## config.mk

```make
export PLATFORM = sky130hd
export DESIGN_NAME = rtc_interrupt_control
export DESIGN_NICKNAME = d
export VERILOG_FILES = /design/src/logic/irq_pulse_shaper.v /design/src/logic/rtc_interrupt_control.v
export VERILOG_INCLUDE_DIRS = /design/src /design/src/inc
export SDC_FILE = /design/constraint.sdc
export NUM_CORES = 1
export LEC_CHECK = 0
export BUFFER_PORTS_ARGS = -buffer_cell sky130_fd_sc_hd__buf_4
export CORE_MARGIN = 1.5
export CORE_UTILIZATION = 45
export DETAILED_ROUTE_END_ITERATION = 12
export HOLD_SLACK_MARGIN = 0.12
export PLACE_DENSITY = 0.83
export SLEW_MARGIN = 10
export SYNTH_ARGS = -nofsm -noshare
export SYNTH_HDL_FRONTEND = slang
export SYNTH_SLANG_ARGS = --single-unit
```

## constraint.sdc

```tcl
create_clock -name clk -period 1.8 [get_ports clk]
set_input_delay 0.36 -clock clk [delete_from_list [all_inputs] [get_ports clk]]
set_output_delay 0.36 -clock clk [all_outputs]
set_load 0.005 [all_outputs]
```

## src/inc/rtc_irq_consts.vh

```
// Constants for the clock interrupt controller: register map, fields, timing.
// Assumes inclusion by the design files only; definitions only.
`ifndef RTC_IRQ_CONSTS_VH
`define RTC_IRQ_CONSTS_VH

// Printed offsets are not multiples of four: kept as indices, byte address = 4 * index
`define IDX_ALARM_DATE      17'h1fff5
`define IDX_IRQ_CTRL        17'h1fff6
`define IDX_IRQ_STATUS      17'h00000
`define IDX_IRQ_MASK        17'h00001
`define IDX_EVENT_FLAGS     17'h00002

// Interrupt control fields
`define CTRL_WDOG_EN        7
`define CTRL_ALARM_EN       6
`define CTRL_PFAIL_EN       5
`define CTRL_ACT_HIGH       3
`define CTRL_PULSE          2
`define CTRL_WRITE_MASK     8'hec
`define CTRL_RESET          8'h00

// Date alarm fields
`define DATE_MASK_BIT       7
`define DATE_RW_MASK        8'hbf
`define DATE_RESET          8'h80
`define DATE_VALUE_RESET    6'h00
`define DATE_IGNORE_RESET   1'b1

// Flag and status bit positions
`define EV_WDOG             2
`define EV_ALARM            1
`define EV_PFAIL            0

// Pulse timing at 40 MHz
`define PULSE_MS            200
`define CLK_HZ              40000000
`define PULSE_CYCLES        ((`PULSE_MS * `CLK_HZ) / 1000)

`endif

```

## src/logic/irq_pulse_shaper.v

```verilog
// Shapes the combined interrupt request into a timed pulse or a held level.
// Assumes one clock; the pulse length is a parameter so simulation can shorten it.
`timescale 1ns/1ps
`include "rtc_irq_consts.vh"

module irq_pulse_shaper
#(
    parameter PULSE_LEN = `PULSE_CYCLES
)
(
    // Clock and reset
    input  wire clk,
    input  wire resetn,
    // Control
    input  wire pulseMode,
    input  wire trigger,
    input  wire request,
    // Result
    output reg  active
);

    reg  [23:0] count_q;

    // Pulse mode restarts the timer on each new event; level mode follows the request
    always @(posedge clk or negedge resetn)
    begin
        if (!resetn)
        begin
            count_q <= 24'h000000;
            active  <= 1'b0;
        end
        else if (pulseMode)
        begin
            if (trigger)
            begin
                count_q <= PULSE_LEN[23:0] - 24'h000001;
                active  <= 1'b1;
            end
            else if (count_q != 24'h000000)
                count_q <= count_q - 24'h000001;
            else
                active <= 1'b0;
        end
        else
        begin
            count_q <= 24'h000000;
            active  <= request;
        end
    end

endmodule

```

## src/logic/rtc_interrupt_control.v

```verilog
// Interrupt routing, output pin control and date alarm register of the clock block.
// Assumes an APB master on clk; event inputs are one-cycle pulses synchronous to clk.
// Operation
// - With the watchdog enable set, a watchdog timeout sets its flag and asserts the interrupt.
// - With the watchdog enable clear, a watchdog timeout only sets its flag.
// - With the alarm enable set, an alarm match sets its flag and asserts the interrupt.
// - With the alarm enable clear, an alarm match only sets its flag.
// - With the power-fail enable set, a power-fail detection sets its flag and asserts the interrupt.
// - With the power-fail enable clear, a power-fail detection only sets its flag.
// - With the polarity bit set, the interrupt pin is driven actively high when asserted.
// - With the polarity bit clear, the pin is open drain, pulled low only when asserted.
// - Pulse mode gives a pulse of about 200 ms; level mode holds until the flags are read.
// - Control bits 4, 1 and 0 read as zero and software writes zero to them.
`timescale 1ns/1ps
`include "rtc_irq_consts.vh"

module rtc_interrupt_control
#(
    parameter PULSE_LEN = `PULSE_CYCLES
)
(
    // Clock and reset
    input  wire        clk,
    input  wire        resetn,
    // APB slave
    input  wire        psel,
    input  wire        penable,
    input  wire        pwrite,
    input  wire [19:0] paddr,
    input  wire [31:0] pwdata,
    output reg  [31:0] prdata,
    output reg         pready,
    output reg         pslverr,
    // Event sources
    input  wire        wdogTimeout,
    input  wire        alarmMatch,
    input  wire        powerFail,
    // Date alarm to the match circuit
    output reg  [5:0]  alarmDate,
    output reg         alarmDateIgnore,
    // Interrupt pin as two signals
    output reg         intOut,
    output reg         intOe,
    // Bus interrupt for software
    output reg         irq
);

    // Register state
    reg  [7:0]  ctrl_q;
    reg  [7:0]  date_q;
    reg  [2:0]  flags_q;
    reg  [2:0]  status_q;
    reg  [2:0]  mask_q;
    reg  [2:0]  irqEvt_q;
    reg  [31:0] rdata_d;
    reg         hit_d;
    // Bus decode and event routing
    wire [2:0]  events;
    wire [2:0]  enables;
    wire        access;
    wire        wrEn;
    wire        rdEn;
    wire [17:0] index;
    wire        pinActive;
    wire        intNext;
    wire        intOeNext;
    wire        irqNext;
    // Register selects and access strobes
    wire        selCtrl;
    wire        selDate;
    wire        selFlags;
    wire        selStatus;
    wire        selMask;
    wire        wrCtrl;
    wire        wrDate;
    wire        wrMask;
    wire        clrFlags;
    wire        clrStatus;
    // Sticky-bit bookkeeping
    wire [2:0]  reported;
    wire [2:0]  irqEvents;

    // Word index from the byte address; low two bits ignored
    function [17:0] word_index;
        input [19:0] addr;
        begin
            word_index = {1'b0, addr[18:2]};
        end
    endfunction

    // Register select against a printed index
    function is_reg;
        input [17:0] idx;
        input [16:0] target;
        begin
            is_reg = (idx == {1'b0, target});
        end
    endfunction

    // Sticky update: only the bits software has seen are cleared, and a new event wins
    function [2:0] sticky_next;
        input [2:0] held;
        input [2:0] seen;
        input       clear;
        input [2:0] set;
        begin
            if (clear)
                sticky_next = (held & ~seen) | set;
            else
                sticky_next = held | set;
        end
    endfunction

    assign events  = {wdogTimeout, alarmMatch, powerFail};
    assign enables = {ctrl_q[`CTRL_WDOG_EN], ctrl_q[`CTRL_ALARM_EN], ctrl_q[`CTRL_PFAIL_EN]};
    assign access  = psel && penable && pready;
    assign wrEn    = access && pwrite;
    assign rdEn    = access && !pwrite;
    assign index   = word_index(paddr);

    // One select per register, shared by the write, clear and read paths
    assign selCtrl   = is_reg(index, `IDX_IRQ_CTRL);
    assign selDate   = is_reg(index, `IDX_ALARM_DATE);
    assign selFlags  = is_reg(index, `IDX_EVENT_FLAGS);
    assign selStatus = is_reg(index, `IDX_IRQ_STATUS);
    assign selMask   = is_reg(index, `IDX_IRQ_MASK);

    // Write and read-clear strobes fire only on the completing access edge
    assign wrCtrl    = wrEn && selCtrl;
    assign wrDate    = wrEn && selDate;
    assign wrMask    = wrEn && selMask;
    assign clrFlags  = rdEn && selFlags;
    assign clrStatus = rdEn && selStatus;

    // Read data was captured a cycle before the clearing edge; an event that arrived
    // in that cycle is not in it and must survive the clear
    assign reported  = prdata[2:0];

    // Enabled events only; a disabled source sets its flag but never reaches the pin
    assign irqEvents = events & enables;

    // Zero-wait slave: ready is raised in the access phase and dropped after
    // Every access takes setup plus one access cycle; no wait state is ever added
    always @(posedge clk or negedge resetn)
    begin
        if (!resetn)
            pready <= 1'b0;
        else
            pready <= psel && !pready;
    end

    // Control register; reserved bits never store
    // Dropping them at the write means a read can never show them
    always @(posedge clk or negedge resetn)
    begin
        if (!resetn)
            ctrl_q <= `CTRL_RESET;
        else if (wrCtrl)
            ctrl_q <= pwdata[7:0] & `CTRL_WRITE_MASK;
    end

    // Date alarm register; bit 6 stays zero
    // Bit 6 is dropped at the write, like the reserved control bits
    always @(posedge clk or negedge resetn)
    begin
        if (!resetn)
            date_q <= `DATE_RESET;
        else if (wrDate)
            date_q <= pwdata[7:0] & `DATE_RW_MASK;
    end

    // Date value and its mask go to the match circuit from flops
    always @(posedge clk or negedge resetn)
    begin
        if (!resetn)
        begin
            alarmDate       <= `DATE_VALUE_RESET;
            alarmDateIgnore <= `DATE_IGNORE_RESET;
        end
        else
        begin
            alarmDate       <= date_q[5:0];
            alarmDateIgnore <= date_q[`DATE_MASK_BIT];
        end
    end

    // Event flags set always, enabled or not; a read of the flags register clears what it returned
    // Trade-off: a flag raised during the read shows on the next read rather than being lost
    always @(posedge clk or negedge resetn)
    begin
        if (!resetn)
            flags_q <= 3'h0;
        else
            flags_q <= sticky_next(flags_q, reported, clrFlags, events);
    end

    // Interrupt-causing events: only enabled sources latch here
    always @(posedge clk or negedge resetn)
    begin
        if (!resetn)
            irqEvt_q <= 3'h0;
        else
            irqEvt_q <= sticky_next(irqEvt_q, reported, clrFlags, irqEvents);
    end

    // Software status mirrors events; read clears, set wins over clear
    always @(posedge clk or negedge resetn)
    begin
        if (!resetn)
            status_q <= 3'h0;
        else
            status_q <= sticky_next(status_q, reported, clrStatus, events);
    end

    // Mask register
    always @(posedge clk or negedge resetn)
    begin
        if (!resetn)
            mask_q <= 3'h0;
        else if (wrMask)
            mask_q <= pwdata[2:0];
    end

    // Pulse length counter or held level
    // Each enabled event restarts the pulse, so a burst stretches it rather than stacking
    irq_pulse_shaper #(
        .PULSE_LEN (PULSE_LEN)
    ) u_shaper (
        .clk       (clk),
        .resetn    (resetn),
        .pulseMode (ctrl_q[`CTRL_PULSE]),
        .trigger   (|irqEvents),
        .request   (|irqEvt_q),
        .active    (pinActive)
    );

    // Polarity: driven high when set, open drain low otherwise
    assign intNext   = ctrl_q[`CTRL_ACT_HIGH] ? pinActive : 1'b0;
    assign intOeNext = ctrl_q[`CTRL_ACT_HIGH] ? 1'b1 : pinActive;

    // Bus interrupt: any unmasked status bit
    assign irqNext   = |(status_q & mask_q);

    // Pin and bus interrupt registered for clean outputs
    // The extra cycle keeps the pin free of glitches while the mode bits change
    always @(posedge clk or negedge resetn)
    begin
        if (!resetn)
        begin
            intOut <= 1'b0;
            intOe  <= 1'b0;
            irq    <= 1'b0;
        end
        else
        begin
            intOut <= intNext;
            intOe  <= intOeNext;
            irq    <= irqNext;
        end
    end

    // Read multiplexer; unmapped index reads zero with an error
    // Upper bits always read zero; only the low byte carries a register
    always @*
    begin
        rdata_d = 32'h00000000;
        hit_d   = 1'b1;
        if (selCtrl)
            rdata_d = {24'h000000, ctrl_q & `CTRL_WRITE_MASK};
        else if (selDate)
            rdata_d = {24'h000000, date_q};
        else if (selFlags)
            rdata_d = {29'h00000000, flags_q};
        else if (selStatus)
            rdata_d = {29'h00000000, status_q};
        else if (selMask)
            rdata_d = {29'h00000000, mask_q};
        else
            hit_d = 1'b0;
    end

    // Read data and error presented with ready
    // Captured in the setup cycle for a zero-wait read; the flags view is one cycle old
    always @(posedge clk or negedge resetn)
    begin
        if (!resetn)
        begin
            prdata  <= 32'h00000000;
            pslverr <= 1'b0;
        end
        else if (psel && !pready)
        begin
            prdata  <= pwrite ? 32'h00000000 : rdata_d;
            pslverr <= !hit_d;
        end
        else
        begin
            prdata  <= 32'h00000000;
            pslverr <= 1'b0;
        end
    end

endmodule

```

==> results.json <==
{
  "drv_cap": 0,
  "skew_ns": 0.0137,
  "p_leak_nw": 2.16,
  "place_congestion": 0.875,
  "setup_viol": 6,
  "fmax_mhz": 538,
  "synth_cell_types": 55,
  "async_flop_share": 1.00,
  "placed_area_sq_um": 4050,
  "diodes": 0,
  "regArea_sq_um": 1730,
  "ant_nets": 0,
  "required_ns": 2.01,
  "final.period_utilization": 1.03,
  "die_w_um": 89.1,
  "cp-end-kind": "flop",
  "multi_input_area_sq_um": 1510,
  "die_y_um": 89.1,
  "wire_per_inst_um": 15.2,
  "cts_tree": "built",
  "dr.pass1.iters": 4,
  "synthCells": 308,
  "numCtsBuffers": 9,
  "drc": 0,
  "synth_seq_cells": 69,
  "gr-total-overflow": 0,
  "layout_commonest_cell": "buf_4",
  "grt_pass1_vias": 2743,
  "antenna_found_initial": 0,
  "core_area_sq_um": 7210,
  "cp-start-kind": "flop",
  "failed_checks": "negative setup slack",
  "pre_cts_slack_ns": -0.112,
  "grt_max_degree": 36,
  "period_minus_slack_ns": 1.86,
  "final_cell_mix": "93 x buf_4, 67 x dfrtp_1, 24 x nor2_1, 24 x conb_1, 18 x nand2_1",
  "status": "finished with violations",
  "drt_iter0_drc": 153,
  "power_mw": 3.14,
  "grt_first_pass_wirelength_mm": 12.8,
  "synth_area_sq_um": 3340,
  "cts.path.max_buffers": 2,
  "initial_core_util": 0.462,
  "fin_tns_setup_ns": -0.200,
  "vias_per_cell": 5.18,
  "avgSynthCellArea_sq_um": 10.8,
  "cp_max_fo": 4,
  "num_io_pins": 104,
  "vias": 2649,
  "root_buffer": "clkbuf_8",
  "setup_ws_ns": -0.0580,
  "htreeDepth": 3,
  "dp_hpwl_mm": 5.92,
  "finalWirelength_mm": 7.77,
  "grt_usage": 0.214,
  "numPortBuffers": 52,
  "clock_sinks": 69,
  "clk_pin_slew_ns": 0.07,
  "slew_viol_final": 0,
  "crit_type": "reg -> reg",
  "power_density_nw_per_um2": 722,
  "fin_area_sq_um": 4340,
  "fp.dieArea_sq_um": 7940,
  "num_rows": 31,
  "ys_seq_area_frac": 0.518,
  "fin_nets": 469,
  "synth_edf_count": 0,
  "area_growth_pct": 30.2,
  "whs_ns": 0.232,
  "hold_path.class": "in -> reg",
  "ir_drop_uv": 380,
  "hold_viol_final": 0,
  "ys.flop_type": "dfrtp_1",
  "drive_above_1_share": 0.352,
  "grt_setup_unrepaired": "yes",
  "clk_latency_ns": 0.35,
  "yosysWarningCount": 0,
  "worstPathArrival_ns": 2.07,
  "fillerInstances": 605
}
==> power breakdown <==
part	internal, mW	switching [mW]	leakage [nW]
clock network	0.852	0.564	0.116
registers	1.55	0.00200	0.923
logic	0.0728	0.0925	1.12
total	2.48	0.658	2.16
==> sequential cells by signal, summed over array words and instances (netlist names), 3 cells and up <==
name and count:
u_shaper.count_q 24, prdata 8, date_q 7, alarmDate 6
ctrl_q 5, flags_q 3, irqEvt_q 3, mask_q 3
status_q 3
==> synthesized netlist by cell type (2+ instances only) <==
cell type,n,share of area
a21boi_0,2,0.0045
a21o_1,6,0.014
a21oi_1,7,0.011
a22o_1,3,0.0079
a22oi_1,4,0.0090
a31oi_1,3,0.0056
and3_1,2,0.0038
buf_4,24,0.054
clkbuf_1,4,0.0045
dfrtp_1,67,0.50
dfstp_2,2,0.016
ha_1,2,0.0075
inv_1,8,0.0090
mux2_2,14,0.047
nand2_1,18,0.020
nand2b_1,4,0.0075
nand3_1,5,0.0075
nand3b_1,2,0.0045
nand4_1,5,0.0094
nand4b_1,5,0.013
nor2_1,24,0.027
nor2b_1,5,0.0094
nor3_1,13,0.020
nor4_1,6,0.011
o21ai_0,14,0.021
o21ai_1,2,0.0030
o21ai_2,2,0.0053
o311ai_0,2,0.0053
o31ai_1,2,0.0045
or2_2,3,0.0056
or3_1,3,0.0056
or4_1,2,0.0045
xnor2_1,13,0.034
xor2_1,9,0.024
==> final timing paths <==
check | startpoint | endpoint | slack [ns] | depth (start not counted)
worst min register to register | date_q[7]$_DFFE_PN1P_ | alarmDateIgnore$_DFF_PN1_ | 0.40 | 0
max in group asynchronous | resetn | alarmDate[4]$_DFF_PN0_ | 0.74 | 3
worst max register to register | u_shaper.count_q[16]$_DFFE_PN0P_ | u_shaper.active$_DFFE_PN0P_ | -0.06 | 5
worst min-delay path | alarmMatch | status_q[1]$_DFF_PN0_ | 0.23 | 2
min in group asynchronous | resetn | u_shaper.count_q[7]$_DFFE_PN0P_ | 0.50 | 2
worst max-delay path | u_shaper.count_q[16]$_DFFE_PN0P_ | u_shaper.active$_DFFE_PN0P_ | -0.06 | 5
==> repair_timing <==
action / CTS / global route
gates resized for setup: 4 / 3
hold buffers: 1 / 0
endpoints found under the setup margin: 13 / 25
buffers inserted: 1 / 1
endpoints found under the hold margin: 30 / 0
pin swaps: 5 / 2
==> logic make-up after synthesis <==
| family | share of synthesized area |
|---|---|
| xor+xnor | 0.0578 |
| simple gates | 0.189 |
| buf+inv | 0.0705 |
| flops | 0.518 |
| mux | 0.0506 |
| other cells | 0.00112 |
| compound gates | 0.105 |
| fa+ha+maj | 0.00750 |
==> layout make-up <==
class,instances,share of cell area
timing repair buffer,95,0.168
sequential,69,0.398
tap,99,0.0285
clock buffer,12,0.0357
clock inverter,4,0.0161
inverter,8,0.00691
multi-input combinational,224,0.347
==> per-layer routing <==
| layer | routed length [um] | track usage | vias to the layer above | part of all wire |
|---|---|---|---|---|
| li1 | - | - | 1240 | - |
| met1 | 3140 | 0.244 | 1300 | 0.40 |
| met2 | 4050 | 0.373 | 86 | 0.52 |
| met3 | 376 | 0.0646 | 23 | 0.048 |
| met4 | 204 | 0.0881 | 0 | 0.026 |
| met5 | 0 | 0 | - | 0 |
==> per-stage QoR <==
stage                     utilization  cells
final                           0.602    511
after global placement          0.562    492
after global routing            0.602    511
after detailed placement        0.562    492
after CTS                       0.598    510
after floorplan                     -    331
==> worst max-delay path, cell delays in order (launching register included) <==
cell and delay [ns]:
dfrtp_1 0.38, or4_4 0.56, nand4b_4 0.22, or2_4 0.29, a21oi_1 0.18, a21oi_1 0.10
Note: power is estimated with default switching activity, not from simulation.
